[config.mk]
export PLATFORM = sky130hd
export DESIGN_NAME = fpp_host
export DESIGN_NICKNAME = d
export VERILOG_FILES = /design/src/design/fpp_pkg.sv /design/src/design/fpp_host.sv /design/src/design/fpp_sync.sv
export VERILOG_INCLUDE_DIRS = /design/src /design/src/design
export SDC_FILE = /design/constraint.sdc
export NUM_CORES = 1
export LEC_CHECK = 0
export ABC_AREA = 0
export ABC_CLOCK_PERIOD_IN_PS = 2700
export BUFFER_PORTS_ARGS = -buffer_cell sky130_fd_sc_hd__buf_4
export CAP_MARGIN = 15
export CORE_ASPECT_RATIO = 0.75
export CORE_MARGIN = 1.5
export CORE_UTILIZATION = 40
export CTS_CLUSTER_DIAMETER = 80
export CTS_CLUSTER_SIZE = 30
export DETAILED_ROUTE_END_ITERATION = 8
export PLACE_DENSITY = 0.67
export SYNTH_ARGS = -nofsm -noshare
export SYNTH_HDL_FRONTEND = slang
export SYNTH_SLANG_ARGS = --single-unit
[constraint.sdc]
create_clock -name core_clk -period 2.7 [get_ports core_clk]
set_clock_uncertainty 0.1 [all_clocks]
set_input_delay 0.54 -clock core_clk [delete_from_list [all_inputs] [get_ports core_clk]]
set_output_delay 0.54 -clock core_clk [all_outputs]
set_load 0.02 [all_outputs]
[src/design/fpp_cfg.svh]
`ifndef FPP_CFG_SVH
`define FPP_CFG_SVH
// timing figures in ns
`define FPP_CLK_PERIOD_NS 40
`define FPP_DELAY_MIN_NS 100
`define FPP_FUSE1_MIN_NS 40000
`define FPP_FUSE2_MIN_NS 4000000
`define FPP_SENSE_MAX_NS 500
`define FPP_PWRUP_MAX_NS 1000
// derived cycle counts: least times and the power-up time round up, the longest sense time rounds down
`define FPP_DELAY_CYC ((`FPP_DELAY_MIN_NS + `FPP_CLK_PERIOD_NS - 1) / `FPP_CLK_PERIOD_NS)
`define FPP_FUSE1_CYC ((`FPP_FUSE1_MIN_NS + `FPP_CLK_PERIOD_NS - 1) / `FPP_CLK_PERIOD_NS)
`define FPP_FUSE2_CYC ((`FPP_FUSE2_MIN_NS + `FPP_CLK_PERIOD_NS - 1) / `FPP_CLK_PERIOD_NS)
`define FPP_SENSE_CYC (`FPP_SENSE_MAX_NS / `FPP_CLK_PERIOD_NS)
`define FPP_PWRUP_CYC ((`FPP_PWRUP_MAX_NS + `FPP_CLK_PERIOD_NS - 1) / `FPP_CLK_PERIOD_NS)
// address layout
`define FPP_ROW_W 6
`define FPP_COL_W 4
`define FPP_OUT_N 8
`define FPP_ARCH_ROW 6'h3F
`define FPP_ROW_LAST 6'h27
`endif

[src/design/fpp_pkg.sv]
package fpp_pkg;
   typedef enum logic [3:0] {
      FPP_IDLE   = 4'h0,
      FPP_SETUP  = 4'h1,
      FPP_VER_ON = 4'h3,
      FPP_PRG_ON = 4'h2,
      FPP_FUSE   = 4'h6,
      FPP_PRG_OFF = 4'h7,
      FPP_LE_LOW = 4'h5,
      FPP_SENSE  = 4'h4,
      FPP_VER_OFF = 4'hC,
      FPP_PL_ON  = 4'h8,
      FPP_PL_OFF = 4'h9,
      FPP_DONE   = 4'hD
   } fpp_state_t;
   typedef enum logic [1:0] {
      FPP_OP_PROG = 2'h0,
      FPP_OP_VERIFY = 2'h1,
      FPP_OP_LATCH_FORCE_LOAD = 2'h2
   } fpp_op_t;
endpackage

[src/design/fpp_host.sv]
`timescale 1ns/10ps
`include "fpp_cfg.svh"
module fpp_host #(
   parameter int OUT_N = `FPP_OUT_N,
   parameter int FUSE1_CYC = `FPP_FUSE1_CYC,
   parameter int FUSE2_CYC = `FPP_FUSE2_CYC
) (
   input wire logic core_clk,
   input wire logic sys_rst,
   input wire logic cmd_valid,
   output logic cmd_ready,
   input wire logic [1:0] cmd_op,
   input wire logic [`FPP_ROW_W-1:0] cmd_row,
   input wire logic [`FPP_COL_W-1:0] cmd_col,
   input wire logic [OUT_N-1:0] cmd_outsel,
   input wire logic [OUT_N-1:0] cmd_expect,
   output logic rsp_valid,
   output logic rsp_pass,
   output logic rsp_retried,
   output logic [OUT_N-1:0] rsp_data,
   output logic [`FPP_ROW_W-1:0] row_addr_o,
   output logic [`FPP_COL_W-1:0] col_addr_o,
   output logic first_output_supply,
   output logic second_output_supply,
   output logic latch_force_load,
   output logic latch_transparency_control,
   output logic [OUT_N-1:0] dout_o,
   output logic [OUT_N-1:0] dout_oe,
   input wire logic [OUT_N-1:0] din_i
);
   // ---------------------------------------------------------------
   // constants
   // ---------------------------------------------------------------
   localparam int DLY_CYC = `FPP_DELAY_CYC;
   localparam int SNS_CYC = `FPP_SENSE_CYC;
   localparam int PWR_CYC = `FPP_PWRUP_CYC;
   localparam int CNT_W = 20;

   // ---------------------------------------------------------------
   // pin input synchroniser
   // ---------------------------------------------------------------
   logic [OUT_N-1:0] din_s;
   fpp_sync #(.WIDTH(OUT_N)) u_sync (
      .core_clk(core_clk),
      .sys_rst(sys_rst),
      .async_in(din_i),
      .sync_out(din_s)
   );

   // ---------------------------------------------------------------
   // sequencer
   // ---------------------------------------------------------------
   fpp_pkg::fpp_state_t st_q, st_d;
   fpp_pkg::fpp_op_t op_q, op_d;
   logic [CNT_W-1:0] cnt_q, cnt_d;
   logic pwr_ok_q, pwr_ok_d;
   logic retry_q, retry_d;
   logic [`FPP_ROW_W-1:0] row_q, row_d;
   logic [`FPP_COL_W-1:0] col_q, col_d;
   logic [OUT_N-1:0] sel_q, sel_d, exp_q, exp_d;
   logic vo1_q, vo1_d, vo2_q, vo2_d, pl_q, pl_d, le_q, le_d;
   logic [OUT_N-1:0] do_q, do_d, oe_q, oe_d;
   logic rv_q, rv_d, rp_q, rp_d, rr_q, rr_d;
   logic [OUT_N-1:0] rd_q, rd_d;
   logic cnt_done;
   logic sense_ok;

   assign cnt_done = (cnt_q == '0);
   // compares only the outputs in the selection mask
   assign sense_ok = ((din_s ^ exp_q) & sel_q) == '0;

   always_comb begin
      st_d = st_q;
      op_d = op_q;
      cnt_d = cnt_done ? cnt_q : cnt_q - 1'b1;
      pwr_ok_d = pwr_ok_q;
      retry_d = retry_q;
      row_d = row_q;
      col_d = col_q;
      sel_d = sel_q;
      exp_d = exp_q;
      vo1_d = vo1_q;
      vo2_d = vo2_q;
      pl_d = pl_q;
      le_d = le_q;
      do_d = do_q;
      oe_d = oe_q;
      rv_d = 1'b0;
      rp_d = rp_q;
      rr_d = rr_q;
      rd_d = rd_q;
      if (!pwr_ok_q && cnt_done) begin
         pwr_ok_d = 1'b1;
      end
      unique case (st_q)
         fpp_pkg::FPP_IDLE: begin
            // latches stay opaque until power-up clear time has run out
            if (cmd_valid && pwr_ok_q) begin
               op_d = fpp_pkg::fpp_op_t'(cmd_op);
               row_d = cmd_row;
               col_d = cmd_col;
               sel_d = cmd_outsel;
               exp_d = cmd_expect;
               retry_d = 1'b0;
               cnt_d = CNT_W'(DLY_CYC);
               st_d = (fpp_pkg::fpp_op_t'(cmd_op) == fpp_pkg::FPP_OP_LATCH_FORCE_LOAD) ?
                      fpp_pkg::FPP_PL_ON : fpp_pkg::FPP_SETUP;
            end
         end
         fpp_pkg::FPP_SETUP: begin
            le_d = 1'b1;
            if (cnt_done) begin
               vo1_d = 1'b1;
               cnt_d = CNT_W'(DLY_CYC);
               st_d = fpp_pkg::FPP_VER_ON;
            end
         end
         fpp_pkg::FPP_VER_ON: begin
            if (cnt_done) begin
               cnt_d = CNT_W'(DLY_CYC);
               if (op_q == fpp_pkg::FPP_OP_PROG) begin
                  vo2_d = 1'b1;
                  st_d = fpp_pkg::FPP_PRG_ON;
               end else begin
                  le_d = 1'b0;
                  st_d = fpp_pkg::FPP_LE_LOW;
               end
            end
         end
         fpp_pkg::FPP_PRG_ON: begin
            if (cnt_done) begin
               do_d = sel_q;
               oe_d = sel_q;
               cnt_d = retry_q ? CNT_W'(FUSE2_CYC) : CNT_W'(FUSE1_CYC);
               st_d = fpp_pkg::FPP_FUSE;
            end
         end
         fpp_pkg::FPP_FUSE: begin
            if (cnt_done) begin
               do_d = '0;
               oe_d = '0;
               cnt_d = CNT_W'(DLY_CYC);
               st_d = fpp_pkg::FPP_PRG_OFF;
            end
         end
         fpp_pkg::FPP_PRG_OFF: begin
            vo2_d = 1'b0;
            if (cnt_done) begin
               le_d = 1'b0;
               cnt_d = CNT_W'(DLY_CYC);
               st_d = fpp_pkg::FPP_LE_LOW;
            end
         end
         fpp_pkg::FPP_LE_LOW: begin
            if (cnt_done) begin
               // one short: the pin value seen at the sample edge is four cycles old
               cnt_d = CNT_W'(SNS_CYC - 1);
               st_d = fpp_pkg::FPP_SENSE;
            end
         end
         fpp_pkg::FPP_SENSE: begin
            // sample at the end of the sensing window, never later
            if (cnt_done) begin
               le_d = 1'b1;
               rd_d = din_s;
               if (!sense_ok && op_q == fpp_pkg::FPP_OP_PROG && !retry_q) begin
                  retry_d = 1'b1;
                  vo2_d = 1'b1;
                  cnt_d = CNT_W'(DLY_CYC);
                  st_d = fpp_pkg::FPP_PRG_ON;
               end else begin
                  rp_d = sense_ok;
                  rr_d = retry_q;
                  cnt_d = CNT_W'(DLY_CYC);
                  st_d = fpp_pkg::FPP_VER_OFF;
               end
            end
         end
         fpp_pkg::FPP_VER_OFF: begin
            vo1_d = 1'b0;
            if (cnt_done) begin
               le_d = 1'b0;
               st_d = fpp_pkg::FPP_DONE;
            end
         end
         fpp_pkg::FPP_PL_ON: begin
            do_d = exp_q;
            oe_d = {OUT_N{1'b1}};
            pl_d = 1'b1;
            if (cnt_done) begin
               cnt_d = CNT_W'(DLY_CYC);
               st_d = fpp_pkg::FPP_PL_OFF;
            end
         end
         fpp_pkg::FPP_PL_OFF: begin
            pl_d = 1'b0;
            if (cnt_done) begin
               oe_d = '0;
               do_d = '0;
               rp_d = 1'b1;
               rr_d = 1'b0;
               rd_d = exp_q;
               st_d = fpp_pkg::FPP_DONE;
            end
         end
         fpp_pkg::FPP_DONE: begin
            rv_d = 1'b1;
            st_d = fpp_pkg::FPP_IDLE;
         end
         default: st_d = fpp_pkg::FPP_IDLE;
      endcase
   end

   always_ff @(posedge core_clk) begin
      if (sys_rst) begin
         st_q <= fpp_pkg::FPP_IDLE;
         op_q <= fpp_pkg::FPP_OP_PROG;
         cnt_q <= CNT_W'(PWR_CYC);
         pwr_ok_q <= 1'b0;
         retry_q <= 1'b0;
         row_q <= '0;
         col_q <= '0;
         sel_q <= '0;
         exp_q <= '0;
         vo1_q <= 1'b0;
         vo2_q <= 1'b0;
         pl_q <= 1'b0;
         le_q <= 1'b1;
         do_q <= '0;
         oe_q <= '0;
         rv_q <= 1'b0;
         rp_q <= 1'b0;
         rr_q <= 1'b0;
         rd_q <= '0;
      end else begin
         st_q <= st_d;
         op_q <= op_d;
         cnt_q <= cnt_d;
         pwr_ok_q <= pwr_ok_d;
         retry_q <= retry_d;
         row_q <= row_d;
         col_q <= col_d;
         sel_q <= sel_d;
         exp_q <= exp_d;
         vo1_q <= vo1_d;
         vo2_q <= vo2_d;
         pl_q <= pl_d;
         le_q <= le_d;
         do_q <= do_d;
         oe_q <= oe_d;
         rv_q <= rv_d;
         rp_q <= rp_d;
         rr_q <= rr_d;
         rd_q <= rd_d;
      end
   end

   // ---------------------------------------------------------------
   // outputs
   // ---------------------------------------------------------------
   assign cmd_ready = (st_q == fpp_pkg::FPP_IDLE) && pwr_ok_q;
   assign rsp_valid = rv_q;
   assign rsp_pass = rp_q;
   assign rsp_retried = rr_q;
   assign rsp_data = rd_q;
   assign row_addr_o = row_q;
   assign col_addr_o = col_q;
   assign first_output_supply = vo1_q;
   assign second_output_supply = vo2_q;
   assign latch_force_load = pl_q;
   assign latch_transparency_control = le_q;
   assign dout_o = do_q;
   assign dout_oe = oe_q;

   // ---------------------------------------------------------------
   // checks
   // ---------------------------------------------------------------
   chk_prog_needs_ver: assert property (@(posedge core_clk) disable iff (sys_rst)
      second_output_supply |-> first_output_supply)
      else $error("program supply raised without verify supply");
   chk_fuse_needs_prog: assert property (@(posedge core_clk) disable iff (sys_rst)
      (|dout_oe && first_output_supply) |-> second_output_supply)
      else $error("fuse enable driven outside program mode");
   chk_le_high_fuse: assert property (@(posedge core_clk) disable iff (sys_rst)
      second_output_supply |-> latch_transparency_control)
      else $error("latch enable low while fusing");
   chk_no_pl_in_prog: assert property (@(posedge core_clk) disable iff (sys_rst)
      latch_force_load |-> !first_output_supply && dout_oe == {OUT_N{1'b1}})
      else $error("latch_force_load overlaps programming");
   chk_prg_off_ver: assert property (@(posedge core_clk) disable iff (sys_rst)
      $fell(second_output_supply) |-> first_output_supply)
      else $error("verify supply dropped before program supply");
   chk_one_fuse: assert property (@(posedge core_clk) disable iff (sys_rst)
      (st_q == fpp_pkg::FPP_FUSE) |-> $onehot(dout_oe))
      else $error("more than one fuse selected");
   chk_pwrup_opaque: assert property (@(posedge core_clk) disable iff (sys_rst)
      !pwr_ok_q |-> latch_transparency_control && !cmd_ready)
      else $error("latches transparent before power-up time");
   chk_sense_window: assert property (@(posedge core_clk) disable iff (sys_rst)
      $rose(st_q == fpp_pkg::FPP_SENSE) |-> ##12 (st_q != fpp_pkg::FPP_SENSE))
      else $error("sense window overran");
   chk_ver_off_last: assert property (@(posedge core_clk) disable iff (sys_rst)
      $fell(first_output_supply) |-> !second_output_supply && dout_oe == '0)
      else $error("verify supply dropped while programming");
endmodule // fpp_host

[src/design/fpp_sync.sv]
`timescale 1ns/10ps
// three-stage input synchroniser; a change counts once stages two and three agree
module fpp_sync #(
   parameter int WIDTH = 8
) (
   input wire logic core_clk,
   input wire logic sys_rst,
   input wire logic [WIDTH-1:0] async_in,
   output logic [WIDTH-1:0] sync_out
);
   logic [WIDTH-1:0] s1_q, s2_q, s3_q, out_q;
   logic [WIDTH-1:0] s1_d, s2_d, s3_d, out_d;
   genvar gi;
   generate
      for (gi = 0; gi < WIDTH; gi++) begin : g_bit
         always_comb begin
            s1_d[gi] = async_in[gi];
            s2_d[gi] = s1_q[gi];
            s3_d[gi] = s2_q[gi];
            out_d[gi] = (s2_q[gi] == s3_q[gi]) ? s3_q[gi] : out_q[gi];
         end
      end
   endgenerate
   always_ff @(posedge core_clk) begin
      if (sys_rst) begin
         s1_q <= '0;
         s2_q <= '0;
         s3_q <= '0;
         out_q <= '0;
      end else begin
         s1_q <= s1_d;
         s2_q <= s2_d;
         s3_q <= s3_d;
         out_q <= out_d;
      end
   end
   assign sync_out = out_q;
endmodule // fpp_sync

; ---- Word-level counts from Yosys, hierarchy flattened
; Cells that the tools add are included.
[op_classes]
n_addsub = 1
n_bitwise = 2
eq_ne = 37
n_reduce_logical = 32
muxes = 49
[ops]
columns = cell, count
row1 = $mux W20, 5
row2 = $pmux W20 S4, 1
row3 = $mux W4, 12
row4 = $pmux W8 S3, 2
row5 = $pmux W4 S10, 1
row6 = $mux W8, 4
row7 = $ne A2 B2 Y1 const B, 14
row8 = $logic_not A20 Y1, 1
row9 = $sub A20 B1 Y20 const B, 1
row10 = $mux W17, 1
row11 = $eq A4 B3 Y1 const B, 4
row12 = $eq A4 B4 Y1 const B, 4
row13 = $pmux W8 S2, 1
row14 = $mux W1, 14
row15 = $pmux W1 S2, 5
row16 = $reduce_and A10 Y1, 1
row17 = $reduce_and A5 Y1, 2
row18 = $and A8 B8 Y8, 1
row19 = $eq A1 B1 Y1, 8
row20 = $eq A4 B2 Y1 const B, 2
row21 = $logic_not A8 Y1, 1
row22 = $reduce_and A4 Y1, 2
row23 = $reduce_bool A2 Y1, 4
row24 = $xor A8 B8 Y8, 1
row25 = other kinds (16), 29
[totals]
in_bits = 39
regBits = 117
wordCells = 151
out_inout_bits = 42

; ---- Depth between registers and ports, before layout
; Gate-level depths: netlist (run 1).
[logic_depth]
word_depth = 9
depth_mapped = 9
depth_no_buf = 9

; ---- Hierarchy
; A second synthesis (run 1) with hierarchy kept.
[hier_totals]
hier_cells = 588
area_unflattened_um2 = 4989.8
[by_module_without_submodules]
columns = module, seq_area_each_um2, cells_each, n_inst, area_each_um2
row1 = fpp_host, 1701.6, 505, 1, 4066.4
row2 = fpp_sync, 640.6, 83, 1, 923.4

; ---- Worst setup path before layout (run 1)
; OpenSTA, ideal clock, no wires.
[synth_path]
path_kind = register to register
start = register st_q[0]
end = register retry_q
synth_period_minus_slack_ns = 2.267
required_ns = 2.472
t_arrival_ns = 2.039
slack_ns = 0.433
stages_incl_launch_ff = 8
setup_time_ns = 0.128
path_buffers = 2
cell_sequence = dfxtp_1 or3_1 clkbuf_1 nor3b_1 nand2_1 clkbuf_1 a22oi_1 nor2_1
[synth_between]
elab_chain_len = 3
elab_cells_between_ends = 8
cone_classes = eq/ne: 4 / mux: 1 / reduce/logical: 3
[synth_lines]
columns = item, line_no
row1 = from (decl), fpp_host.sv:53  ; fpp_pkg::fpp_state_t st_q, st_d;
row2 = from (signal assigned), fpp_host.sv:216  ; st_q <= fpp_pkg::FPP_IDLE;
row3 = from (signal assigned), fpp_host.sv:236  ; st_q <= st_d;
row4 = $eq A4 B3 Y1 / $logic_not A4 Y1 (equally long branches), fpp_host.sv:95  ; unique case (st_q)
row5 = $ne A2 B2 Y1 (no source line) / $reduce_bool A2 Y1 (equally long branches), n/a
row6 = $reduce_and A4 Y1 (no source line), n/a
row7 = to (signal assigned), fpp_host.sv:240  ; retry_q <= retry_d;
row8 = to (decl), fpp_host.sv:57  ; logic retry_q, retry_d;
; Several ways; a longest one is shown, not always the timed one.
; A chain may end at the register's enable or synchronous reset.

; ---- Final worst setup path (run 1)
[layout_path]
start = register cnt_q[12]
end = register cnt_q[0]
[layout_between]
elab_chain_len = 4
elab_cells_between_ends = 7
cone_classes = mux: 6 / reduce/logical: 1
[layout_lines]
columns = item, line_no
row1 = from (decl), fpp_host.sv:55  ; logic [CNT_W-1:0] cnt_q, cnt_d;
row2 = from (signal assigned), fpp_host.sv:218  ; cnt_q <= CNT_W'(PWR_CYC);
row3 = from (signal assigned), fpp_host.sv:238  ; cnt_q <= cnt_d;
row4 = $logic_not A20 Y1 *, fpp_host.sv:68  ; assign cnt_done = (cnt_q == '0);
row5 = $mux W20, fpp_host.sv:75  ; cnt_d = cnt_done ? cnt_q : cnt_q - 1'b1;
row6 = "$mux W20, on equally long branches", n/a
row7 = $pmux W20 S4 *, fpp_host.sv:95
; Mark *: on every way between the ends. The rest lies on a longest branch, timed or not.

==> summary.txt, run 1 <==
Place
  – Worst slack, placed: approximately 0.36 ns
  – GPL Wtd Cong: just under 0.9
  – HPWL after DPL: 8.65 mm
  – Input/output buffers: 80

Timing
  – Final Max Tran Viols: 0
  – RSZ-0062 raised after global routing: false
  – Setup_tns: 0 ns
  – Fin crit share: 0.925
  – Slew margin rel.: 0.279
  – Final Hold Vio Count: 0
  – Worst-margin pin slew: 1.08 ns
  – Setup ws final: roughly 0.20 ns
  – Min Clock Period, post-route: between 2 and 2.5 ns
  – Setup violators final: 0
  – Maximum clock rate: about 0.40 GHz

Synth
  – Mapped cell area: 0.00494 mm^2
  – Mapped Cells: approximately 580
  – Unique cell type count in the Yosys netlist: just under 60
  – Yosys reg bits: approximately 120
  – Post-synthesis sequential area ratio: 0.474
  – Avg Cell Area, Syn: 8.54 um^2
  – Fraction of registers with async set/reset: 0
  – Syn nets: 622
  – Most used DFF post-synth: dfxtp_1
  – Post-synth EDFFs: 0
  – Synth warn: 0

Flow run
  – Maxcap violations: 0

Setup path
  – CP cell instances: nor4_1 -> and2_2 -> and4_1 -> inv_2 -> ha_1 -> a2111oi_0 -> o31ai_1
  – R2R depth: 7
  – CP max-delay cell: nor4_1
  – Reg2reg setup slack: around 0.2 ns
  – Crit path kind: reg2reg
  – Element type at the critical path end: flip-flop
  – Worst R2R Start: cnt_q[12]$_SDFF_PP0_
  – Crit Reg-Reg Endpoint: cnt_q[0]$_SDFF_PP1_
  – Crit-path max FO: 9
  – CP arrival: about 2.7 ns
  – Buffers and inverters on the worst path: 1
  – Startpoint types: flip-flop
  – CP delay by family, top: simple AND/OR/NAND/NOR gates
  – CP max stage delay: 0.47 ns
  – Worst setup startpoint: cnt_q[12]$_SDFF_PP0_
  – Worst Path Required: between 2 and 3 ns

Outcome
  – Status: finished, final reports clean

Floorplanning
  – Core area: 0.0118 mm^2
  – Io pins: around 80
  – Die Area: 0.0130 mm^2
  – Die Span Y: 99.3 um
  – Starting Density: 0.418
  – Site row count: 34
  – Die Wd: 131 um

CTS
  – Latest clock arrival within the worst-skew pair: 0.40 ns
  – CTS max path bufs: 2
  – CTS tree: built
  – Total CTS buffers: 17
  – Root Buffer: clkbuf_16
  – CTS clock-pin slew for the worst setup and hold paths: approximately 0.06 ns
  – Postcts setup bufs: 0
  – Cts hold-fix bufs: 0
  – # resized after CTS: 0
  – Clock Sink Count: around 120
  – # H-tree levels: 4

Hold path
  – Hold depth: 2
  – Hold Crit Class: in2reg
  – Hold Path End: u_sync.s1_q[1]$_SDFF_PP0_
  – Hold path start: din_i[1]

Pwr
  – Switch Pwr: about 950 uW
  – Internal power: 3.44 mW
  – Worst vdd ir: approximately 0.48 mV
  – Flop pwr share: 0.411
  – Cell area power density: slightly below 700 mW/mm^2
  – Switching part of the total power: 0.216
  – Comb pwr share: 0.054
  – Clock power share: 0.535
  – Leak pwr: about 2.5 nW
  – Pwr Total: 4.39 mW

Routing
  – Pre-Repair DR Iteration Count: 7
  – Vias/cell: roughly 5.3
  – Routed wire length: roughly 13 mm
  – Iteration-0 DRC Markers: approximately 450
  – # DRC: 0
  – Vias after detailed routing: 4,415
  – Number of antenna-violating nets in the routed design: 0
  – Wire length per cell: 15.0 um

Finish
  – Area of the multi-input gates: approximately 0.0024 mm^2
  – NumNets Final: 701
  – Fillers: 1,081
  – Most frequent cells in the layout: 117 x dfxtp_1, 94 x buf_4, 88 x nand2_1
  – Sequential standard cell area: approximately 0.0023 mm^2
  – Layout cells sized above 1: 0.209
  – Layout area overhead: 28.4%
  – Most common cell after layout, fill and taps aside: dfxtp_1
  – Diodes inserted: 0

Global route
  – All-layer global routing usage: 0.198
  – Congestion Overflow GR: 0
  – Largest net degree at the start of global routing: 85
  – Initial antenna violation count: 0
  – Vias in the first global route: ~4,200
  – First-pass GRT wire length: between 20 and 25 mm
[routing by layer]
layer  global-route usage  share of wire
met1                0.271           0.47
met2                0.291           0.44
met3               0.0550          0.085
met4               0.0915          0.010
met5                    0              0
[synthesized netlist by cell type, types with 2 or more instances]
master    count  area [um^2]
and2_1        2         12.5
o31ai_1       4         30.0
ha_1          4         50.1
o21a_1        4         30.0
nor3b_1       2         15.0
a311oi_1      4         35.0
clkbuf_1     27          101
nor4_1        4         25.0
mux2i_1       8         80.1
inv_1         4         15.0
a31oi_1       3         18.8
a22oi_1      15          113
or2_2         2         12.5
or3_1         5         31.3
o21ai_1       2         10.0
nor2_1       56          210
dfxtp_1     117         2340
nand4_1       2         12.5
a211oi_1     30          225
a21oi_1      62          310
nor3_1       15         75.1
o21ai_0      20          100
o22ai_1       2         12.5
buf_2         4         20.0
xnor2_1       5         43.8
a21o_1        3         22.5
nand3_1       5         25.0
nand2_1      88          330
nand2b_1      7         43.8
and4_1        2         17.5
nor2b_1      29          181
xor2_1       14          123
buf_4         3         22.5
[worst max path at each step]
| stage | to | cells after the start | slack (ns) |
|---|---|---|---|
| final | cnt_q[0]$_SDFF_PP1_ | 7 | 0.20 |
| after global routing | dout_oe[5]$_SDFFE_PP0P_ | 8 | 0.02 |
| after CTS | dout_o[0]$_SDFFE_PP0P_ | 8 | 0.24 |
| after detailed placement | dout_o[0]$_SDFFE_PP0P_ | 8 | 0.36 |
| after global placement | cnt_q[16]$_SDFF_PP0_ | 7 | 0.42 |
| after floorplan | retry_q$_SDFFE_PP0P_ | 7 | 0.43 |
[flip-flops by register name, summed over array words and instances, names as in the netlist, 2 cells and up]
signal,flops
sel_q,8
exp_q,8
u_sync.s1_q,8
dout_o,8
st_q,4
row_addr_o,6
col_addr_o,4
u_sync.s3_q,8
u_sync.sync_out,8
u_sync.s2_q,8
op_q,2
cnt_q,20
rsp_data,8
dout_oe,8
[metrics by stage]
| step | area [um^2] | util | std cells | hold slack, ns |
|---|---|---|---|---|
| after floorplan | 4940 | - | 579 | 0.314 |
| after global placement | 5730 | 0.484 | 801 | 0.320 |
| after detailed placement | 5730 | 0.484 | 801 | 0.320 |
| after CTS | 6350 | 0.537 | 833 | 0.231 |
| after global routing | 6350 | 0.537 | 833 | 0.230 |
| final | 6350 | 0.537 | 833 | 0.244 |
[final cells by class]
class | instances | share of cell area
repair buffers | 95 | 0.114
clock inverters | 13 | 0.0286
well taps | 162 | 0.0319
clock buffers | 19 | 0.0698
multi-input cells | 421 | 0.383
inverters | 6 | 0.00355
flip-flops and latches | 117 | 0.369
[cell families (layout without fill, tap and decap cells)]
kind of cell,Yosys count,in the layout,synth area share
AO/OA/AOI/OAI,163,163,0.214
XOR/XNOR,19,19,0.0337
adder cells (fa/ha/maj),4,4,0.0101
buffers and inverters,41,133,0.0344
flip-flops,117,117,0.474
multiplexers,8,8,0.0162
AND/OR/NAND/NOR,227,227,0.218
[power by group through the flow]
| stage | combinational [mW] | sequential [mW] | clock [mW] |
|---|---|---|---|
| finish | 0.235 | 1.80 | 2.35 |
| global route | 0.256 | 1.81 | 2.47 |
| detailed placement | 0.228 | 1.84 | 0 |
| CTS | 0.234 | 1.80 | 2.39 |
| floorplan | 0.145 | 1.83 | 0 |
| global placement | 0.224 | 1.84 | 0 |
Note: power is estimated with default switching activity, not from simulation.
==> run 2: changes to the inputs <==
--- a/config.mk
+++ b/config.mk
@@ -7,7 +7,7 @@
 export NUM_CORES = 1
 export LEC_CHECK = 0
 export ABC_AREA = 0
-export ABC_CLOCK_PERIOD_IN_PS = 2700
+export ABC_CLOCK_PERIOD_IN_PS = 3050
 export BUFFER_PORTS_ARGS = -buffer_cell sky130_fd_sc_hd__buf_4
 export CAP_MARGIN = 15
 export CORE_ASPECT_RATIO = 0.75
==> constraint.sdc (replaced) <==
create_clock -name core_clk -period 3.05 [get_ports core_clk]
set_clock_uncertainty 0.1 [all_clocks]
set_input_delay 0.61 -clock core_clk [delete_from_list [all_inputs] [get_ports core_clk]]
set_output_delay 0.61 -clock core_clk [all_outputs]
set_load 0.02 [all_outputs]
==> run 2 against run 1 <==
Compared with the run above:
- sequential power is 11% lower
- die area stayed put
- global-route usage hardly changed
- sequential share of layout area increased by 0.23 points
- non-clock buffer count down 2
- critical path depth fell by 4
- first-iteration DRC count increased by 6.5%
- final cell count fell by 0.24%
- core utilization shrank 0.33 points
- register-to-register slack improved by 0.36 ns
- power fell by 14%
- hold slack better by 0.074 ns
- largest cell class unchanged
- highest routed layer unchanged
==> summary.txt, run 2 (same netlist as run 1, synthesis figures left out) <==
Outcome
  – Status: finished, final reports clean (unchanged)

Pwr
  – Leak pwr: 2.46 nW (was 2.47 nW)
  – Cell area power density: 599 mW/mm^2 (was 691 mW/mm^2)
  – Worst vdd ir: 0.497 mV (was 0.479 mV)
  – Pwr Total: 3.78 mW (was 4.39 mW)

Setup path
  – Crit path kind: reg2out (was reg2reg)
  – Buffers and inverters on the worst path: 1 (unchanged)
  – CP cell instances: or3_1 -> nor3b_1 -> buf_4 (was nor4_1 -> and2_2 -> and4_1 -> inv_2 -> ha_1 -> a2111oi_0 -> o31ai_1)
  – Setup crit end: cmd_ready (was cnt_q[0]$_SDFF_PP1_)
  – Element type at the critical path end: output pin (was flip-flop)
  – Reg2reg setup slack: 0.56 ns (was 0.20 ns)
  – CP max-delay cell: dfxtp_1 (was nor4_1)
  – Worst setup startpoint: st_q[1]$_SDFFE_PP0P_ (was cnt_q[12]$_SDFF_PP0_)
  – Worst Path Required: 2.34 ns (was 2.87 ns)
  – Crit Reg-Reg Endpoint: dout_o[5]$_SDFFE_PP0P_ (was cnt_q[0]$_SDFF_PP1_)
  – R2R depth: 4 (was 7)
  – CP delay by family, top: simple AND/OR/NAND/NOR gates (unchanged)
  – CP max stage delay: 0.50 ns (was 0.47 ns)
  – Worst R2R Start: st_q[1]$_SDFFE_PP0P_ (was cnt_q[12]$_SDFF_PP0_)
  – CP arrival: 1.96 ns (was 2.67 ns)
  – Crit-path max FO: 22 (was 9)
  – Startpoint types: flip-flop (unchanged)
  – WP depth: 3 (was 7)

Place
  – Input/output buffers: 80 (unchanged)
  – Worst slack, placed: 0.663 ns (was 0.357 ns)
  – HPWL after DPL: 8.82 mm (was 8.65 mm)
  – GPL Wtd Cong: 0.871 (was 0.875)

Finish
  – Layout area overhead: 27.6% (was 28.4%)
  – Area of the multi-input gates: 0.00243 mm^2 (unchanged)
  – Sequential standard cell area: 0.00234 mm^2 (unchanged)
  – Layout cells sized above 1: 0.208 (was 0.209)
  – Final Util: 0.534 (was 0.537)
  – Number of flip-flops under the largest register name: 20 (unchanged)
  – Diodes inserted: 0 (unchanged)
  – NumNets Final: 699 (was 701)
  – Most frequent cells in the layout: 117 x dfxtp_1, 92 x buf_4, 88 x nand2_1 (was 117 x dfxtp_1, 94 x buf_4, 88 x nand2_1)
  – Fillers: 1,129 (was 1,081)
  – Most common cell after layout, fill and taps aside: dfxtp_1 (unchanged)
  – Register name with the most flops: cnt_q (unchanged)

Timing
  – Worst-margin pin slew: 1.11 ns (was 1.08 ns)
  – Maximum clock rate: between 0.3 and 0.4 GHz
  – Slew margin rel.: 0.262 (was 0.279)
  – RSZ-0062 raised after global routing: false (unchanged)
  – Fin Hold WS: 0.318 ns (was 0.244 ns)
  – Final Max Tran Viols: 0 (unchanged)
  – Setup ws final: 0.384 ns (was 0.202 ns)
  – Setup violators final: 0 (unchanged)
  – Fin crit share: 0.874
  – Min Clock Period, post-route: 2.67 ns
  – Setup_tns: 0 ns (unchanged)
  – Final Hold Vio Count: 0 (unchanged)

CTS
  – Clock Sink Count: 117 (unchanged)
  – CTS clock-pin slew for the worst setup and hold paths: 0.05 ns (was 0.06 ns)
  – # resized after CTS: 0 (unchanged)
  – Total CTS buffers: 17 (unchanged)
  – Postcts setup bufs: 0 (unchanged)
  – CTS tree: built (unchanged)
  – Root Buffer: clkbuf_16 (unchanged)
  – CTS max path bufs: 2 (unchanged)
  – Latest clock arrival within the worst-skew pair: 0.40 ns (about the same)
  – Cts hold-fix bufs: 0 (unchanged)
  – # H-tree levels: 4 (unchanged)

Floorplanning
  – Core area: 0.0118 mm^2 (unchanged)
  – Starting Density: 0.418 (unchanged)
  – Die Area: 0.0130 mm^2 (unchanged)
  – Io pins: 81 (unchanged)
  – Die Wd: 131 um (unchanged)
  – Site row count: 34 (unchanged)
  – Die Span Y: 99.3 um (unchanged)

Global route
  – Largest net degree at the start of global routing: 48 (was 85)
  – All-layer global routing usage: 0.198 (about the same)
  – First-pass GRT wire length: 20.7 mm (was 20.6 mm)
  – Grt peak-use layer: met2 (unchanged)
  – Initial antenna violation count: 0 (unchanged)
  – Congestion Overflow GR: 0 (unchanged)
  – GR Layer Usage met3: 0.0474 (was 0.0550)
  – Met1 Track Usage GR: 0.268 (was 0.271)
  – Routing usage on met2: 0.309 (was 0.291)
  – Vias in the first global route: 4,227 (was 4,164)

Routing
  – Vias/cell: 5.33 (was 5.30)
  – Pre-Repair DR Iteration Count: 5 (was 7)
  – Routed wire length: 12.5 mm (about the same)
  – Iteration-0 DRC Markers: 477 (was 448)
  – Wire length per cell: 15.1 um (was 15.0 um)
  – Number of antenna-violating nets in the routed design: 0 (unchanged)
  – Vias after detailed routing: 4,428 (was 4,415)
  – # DRC: 0 (unchanged)

Hold path
  – Hold Crit Class: in2reg (unchanged)

Flow run
  – Maxcap violations: 0 (unchanged)
==> run 2: cell types whose count changed in the layout (fill, tap and decap cells not counted), sizes merged <==
cell      change
buf           -2
bufinv        -2
clkinvlp      -4
clkinv        +4
inv           +2
==> run 2: worst register-to-register path, delay by kind of cell (launching register included) <==
family          cells  cell delay (ns)
simple gates        1             0.15
flops               1             0.72
compound gates      3             1.44
==> run 2: cell type report <==
class / count / area share
multi-input combinational: 421 / 0.385
clock inverter: 13 / 0.0234
sequential: 117 / 0.371
tap: 162 / 0.0321
inverter: 6 / 0.00357
clock buffer: 19 / 0.0718
timing repair buffer: 93 / 0.113
==> run 2: through the flow <==
step                      area, um^2  cells
after floorplan                 4940    579
after global routing            6310    831
after detailed placement        5710    799
after global placement          5710    799
final                           6310    831
after CTS                       6310    831
==> run 2: metal layers <==
layer  share of wire  vias to the layer above
li1                -                     2191
met1            0.48                     2061
met2            0.45                      159
met3           0.057                       17
met4           0.014                        0
met5               0                        -
==> run 2: worst min-delay path by stage <==
stage	startpoint	endpoint	slack (ns)	depth (start not counted)
after CTS	din_i[0]	u_sync.s1_q[0]$_SDFF_PP0_	0.30	2
after global routing	din_i[0]	u_sync.s1_q[0]$_SDFF_PP0_	0.31	2
final	din_i[6]	u_sync.s1_q[6]$_SDFF_PP0_	0.32	2
after global placement	u_sync.s1_q[0]$_SDFF_PP0_	u_sync.s2_q[0]$_SDFF_PP0_	0.32	1
after detailed placement	u_sync.s1_q[3]$_SDFF_PP0_	u_sync.s2_q[3]$_SDFF_PP0_	0.32	1
after floorplan	u_sync.s1_q[0]$_SDFF_PP0_	u_sync.s2_q[0]$_SDFF_PP0_	0.31	1
==> run 2: power by group <==
group,internal [mW],switching [mW]
Clock,1.25,0.726
Sequential,1.56,0.0311
Combinational,0.0985,0.109
Total,2.92,0.866
==> run 3: changes to the inputs <==
--- a/config.mk
+++ b/config.mk
@@ -7,16 +7,16 @@
 export NUM_CORES = 1
 export LEC_CHECK = 0
 export ABC_AREA = 0
-export ABC_CLOCK_PERIOD_IN_PS = 3050
+export ABC_CLOCK_PERIOD_IN_PS = 3390
 export BUFFER_PORTS_ARGS = -buffer_cell sky130_fd_sc_hd__buf_4
 export CAP_MARGIN = 15
 export CORE_ASPECT_RATIO = 0.75
 export CORE_MARGIN = 1.5
-export CORE_UTILIZATION = 40
+export CORE_UTILIZATION = 51
 export CTS_CLUSTER_DIAMETER = 80
 export CTS_CLUSTER_SIZE = 30
 export DETAILED_ROUTE_END_ITERATION = 8
-export PLACE_DENSITY = 0.67
+export PLACE_DENSITY = 0.8
 export SYNTH_ARGS = -nofsm -noshare
 export SYNTH_HDL_FRONTEND = slang
 export SYNTH_SLANG_ARGS = --single-unit
==> constraint.sdc (replaced) <==
create_clock -name core_clk -period 3.39 [get_ports core_clk]
set_clock_uncertainty 0.1 [all_clocks]
set_input_delay 0.678 -clock core_clk [delete_from_list [all_inputs] [get_ports core_clk]]
set_output_delay 0.678 -clock core_clk [all_outputs]
set_load 0.02 [all_outputs]
==> run 3 against run 2 <==
Compared with the run above:
- clock power fell by 11%
- sequential power fell by 10%
- combinational power decreased by 12%
- largest cell class unchanged
- setup slack better by 0.22 ns
- non-clock buffer count is 6 lower
- first-iteration DRC count up 14%
- largest power group unchanged
- global-route usage grew 5.6 points
- final cell count is 4.9% lower
- routed wire length down 1.2%
- register-to-register slack better by 0.21 ns
- via count increased by 0.95%
- hold slack improved by 0.019 ns
==> summary.txt, run 3 (same netlist as run 1, synthesis figures left out) <==
Hold path
  – Hold Path End: u_sync.s2_q[4]$_SDFF_PP0_ (was u_sync.s1_q[6]$_SDFF_PP0_)
  – Hold path start: u_sync.s1_q[4]$_SDFF_PP0_ (was din_i[6])
  – Hold depth: 1 (was 2)
  – Hold Crit Class: reg2reg (was in2reg)

Setup path
  – Startpoint types: flip-flop (unchanged)
  – Worst R2R Start: cnt_q[17]$_SDFF_PP0_ (was st_q[1]$_SDFFE_PP0P_)
  – Crit-path max FO: 22 (unchanged)
  – CP arrival: 2.01 ns (was 1.96 ns)
  – Crit Reg-Reg Endpoint: cnt_q[0]$_SDFF_PP1_ (was dout_o[5]$_SDFFE_PP0P_)
  – Crit path kind: reg2out (unchanged)
  – Element type at the critical path end: output pin (unchanged)
  – Reg2reg setup slack: 0.77 ns (was 0.56 ns)
  – Worst Path Required: 2.61 ns (was 2.34 ns)
  – R2R depth: 7 (was 4)

Place
  – HPWL after DPL: 8.35 mm (was 8.82 mm)
  – Input/output buffers: 80 (unchanged)
  – GPL Wtd Cong: 0.882 (was 0.871)
  – Placement Cell Area: 0.00561 mm^2 (was 0.00571 mm^2)
  – Cells after DPL: 759 (was 799)
  – Worst slack, placed: 0.878 ns (was 0.663 ns)

Routing
  – # DRC: 0 (unchanged)
  – Iteration-0 DRC Markers: 546 (was 477)
  – Pre-Repair DR Iteration Count: 5 (unchanged)
  – Routed wire length: 12.4 mm (was 12.5 mm)
  – Number of antenna-violating nets in the routed design: 0 (unchanged)
  – Vias after detailed routing: 4,470 (was 4,428)
  – Vias/cell: 5.66 (was 5.33)
  – Wire length per cell: 15.7 um (was 15.1 um)

Finish
  – Layout area overhead: 25.3% (was 27.6%)
  – Most frequent cells in the layout: 117 x dfxtp_1, 88 x nand2_1, 87 x buf_4 (was 117 x dfxtp_1, 92 x buf_4, 88 x nand2_1)
  – Layout cells sized above 1: 0.193 (was 0.208)
  – Number of flip-flops under the largest register name: 20 (unchanged)
  – Diodes inserted: 0 (unchanged)
  – Design area: 0.00619 mm^2 (was 0.00631 mm^2)
  – NumNets Final: 693 (was 699)
  – Fin cells: 790 (was 831)
  – Register name with the most flops: cnt_q (unchanged)
  – Most common cell after layout, fill and taps aside: dfxtp_1 (unchanged)

Global route
  – Largest net degree at the start of global routing: 58 (was 48)
  – First-pass GRT wire length: 20.0 mm (was 20.7 mm)
  – Vias in the first global route: 4,122 (was 4,227)
  – Congestion Overflow GR: 0 (unchanged)
  – All-layer global routing usage: 0.254 (was 0.198)
  – Initial antenna violation count: 0 (unchanged)

Pwr
  – Pwr Total: 3.39 mW (was 3.78 mW)
  – Worst vdd ir: 0.356 mV (was 0.497 mV)
  – Leak pwr: 2.41 nW (was 2.46 nW)
  – Cell area power density: 547 mW/mm^2 (was 599 mW/mm^2)

Floorplanning
  – Site row count: 30 (was 34)
  – Core area: 0.00923 mm^2 (was 0.0118 mm^2)
  – Die Area: 0.0103 mm^2 (was 0.0130 mm^2)
  – Die Wd: 117 um (was 131 um)
  – Die Span Y: 88.3 um (was 99.3 um)
  – Starting Density: 0.536 (was 0.418)
  – Io pins: 81 (unchanged)

Timing
  – Final Max Tran Viols: 0 (unchanged)
  – Final Hold Vio Count: 0 (unchanged)
  – Setup violators final: 0 (unchanged)
  – Maximum clock rate: 0.359 GHz
  – Setup ws final: 0.602 ns (was 0.384 ns)
  – Worst-margin pin slew: 0.703 ns (was 1.11 ns)
  – Fin crit share: 0.822
  – RSZ-0062 raised after global routing: false (unchanged)
  – Slew margin rel.: 0.528 (was 0.262)
  – Min Clock Period, post-route: around 2.8 ns
  – Setup_tns: 0 ns (unchanged)

CTS
  – CTS max path bufs: 2 (unchanged)
  – Root Buffer: clkbuf_16 (unchanged)
  – Postcts setup bufs: 0 (unchanged)
  – Latest clock arrival within the worst-skew pair: 0.41 ns (was 0.40 ns)
  – Clock Sink Count: 117 (unchanged)
  – Cts hold-fix bufs: 0 (unchanged)
  – # resized after CTS: 0 (unchanged)
  – CTS clock-pin slew for the worst setup and hold paths: 0.05 ns (about the same)
  – Total CTS buffers: 17 (unchanged)
  – CTS tree: built (unchanged)
  – # H-tree levels: 4 (unchanged)

Flow run
  – Maxcap violations: 0 (unchanged)

Outcome
  – Status: finished, final reports clean (unchanged)
## run 3: cell types whose count changed in the layout (fill, tap and decap cells not counted)
cell / before / now
clkbuf_1: 0 / 4
clkinv_2: 2 / 3
clkinvlp_4: 1 / 2
clkbuf_8: 2 / 1
bufinv_16: 2 / 3
inv_6: 2 / 0
clkinv_4: 6 / 1
buf_12: 1 / 0
buf_4: 92 / 87
## run 3: layer usage
metal  wire, um  track usage
met4        208        0.108
met5          0            0
met3        851       0.0548
met2       5520        0.395
met1       5790        0.344
## run 3: layout make-up
type	count	area [um^2]
Timing Repair Buffer	87	653
Sequential cell	117	2340
Fill cell	731	3040
Multi-Input combinational cell	421	2430
Tap cell	128	160
Inverter	6	22.5
Clock inverter	9	129
Clock buffer	22	454
## run 3: critical path, cell delays in order, from the launching register on
cell and delay [ns]:
dfxtp_1 0.52, or3_1 0.53, nor3b_1 0.34, buf_4 0.21
## run 3: power breakdown
group / switching (mW) / internal, mW / total, mW
combinational: 0.0973 / 0.0853 / 0.183
clock: 0.602 / 1.17 / 1.77
sequential: 0.0282 / 1.41 / 1.44
total: 0.727 / 2.66 / 3.39
## run 3: worst max-delay path by stage
| stage | start | cells after the start | slack, ns | endpoint |
|---|---|---|---|---|
| 2_1_floorplan | st_q[0]$_SDFFE_PP0P_ | 7 | 1.12 | retry_q$_SDFFE_PP0P_ |
| 3_3_place_gp | st_q[3]$_SDFFE_PP0P_ | 6 | 1.02 | rsp_retried$_SDFFE_PP0P_ |
| 3_5_place_dp | cnt_q[17]$_SDFF_PP0_ | 7 | 0.88 | cnt_q[0]$_SDFF_PP1_ |
| 4_1_cts | st_q[2]$_SDFFE_PP0P_ | 3 | 0.62 | cmd_ready |
| 5_1_grt | cnt_q[17]$_SDFF_PP0_ | 7 | 0.50 | cnt_q[0]$_SDFF_PP1_ |
| 6_report | st_q[2]$_SDFFE_PP0P_ | 3 | 0.60 | cmd_ready |
## run 3: through the flow
step,hold WS [ns],utilization
after floorplan,0.314,-
after global placement,0.319,0.608
after detailed placement,0.330,0.608
after CTS,0.343,0.671
after global routing,0.348,0.671
final,0.337,0.671
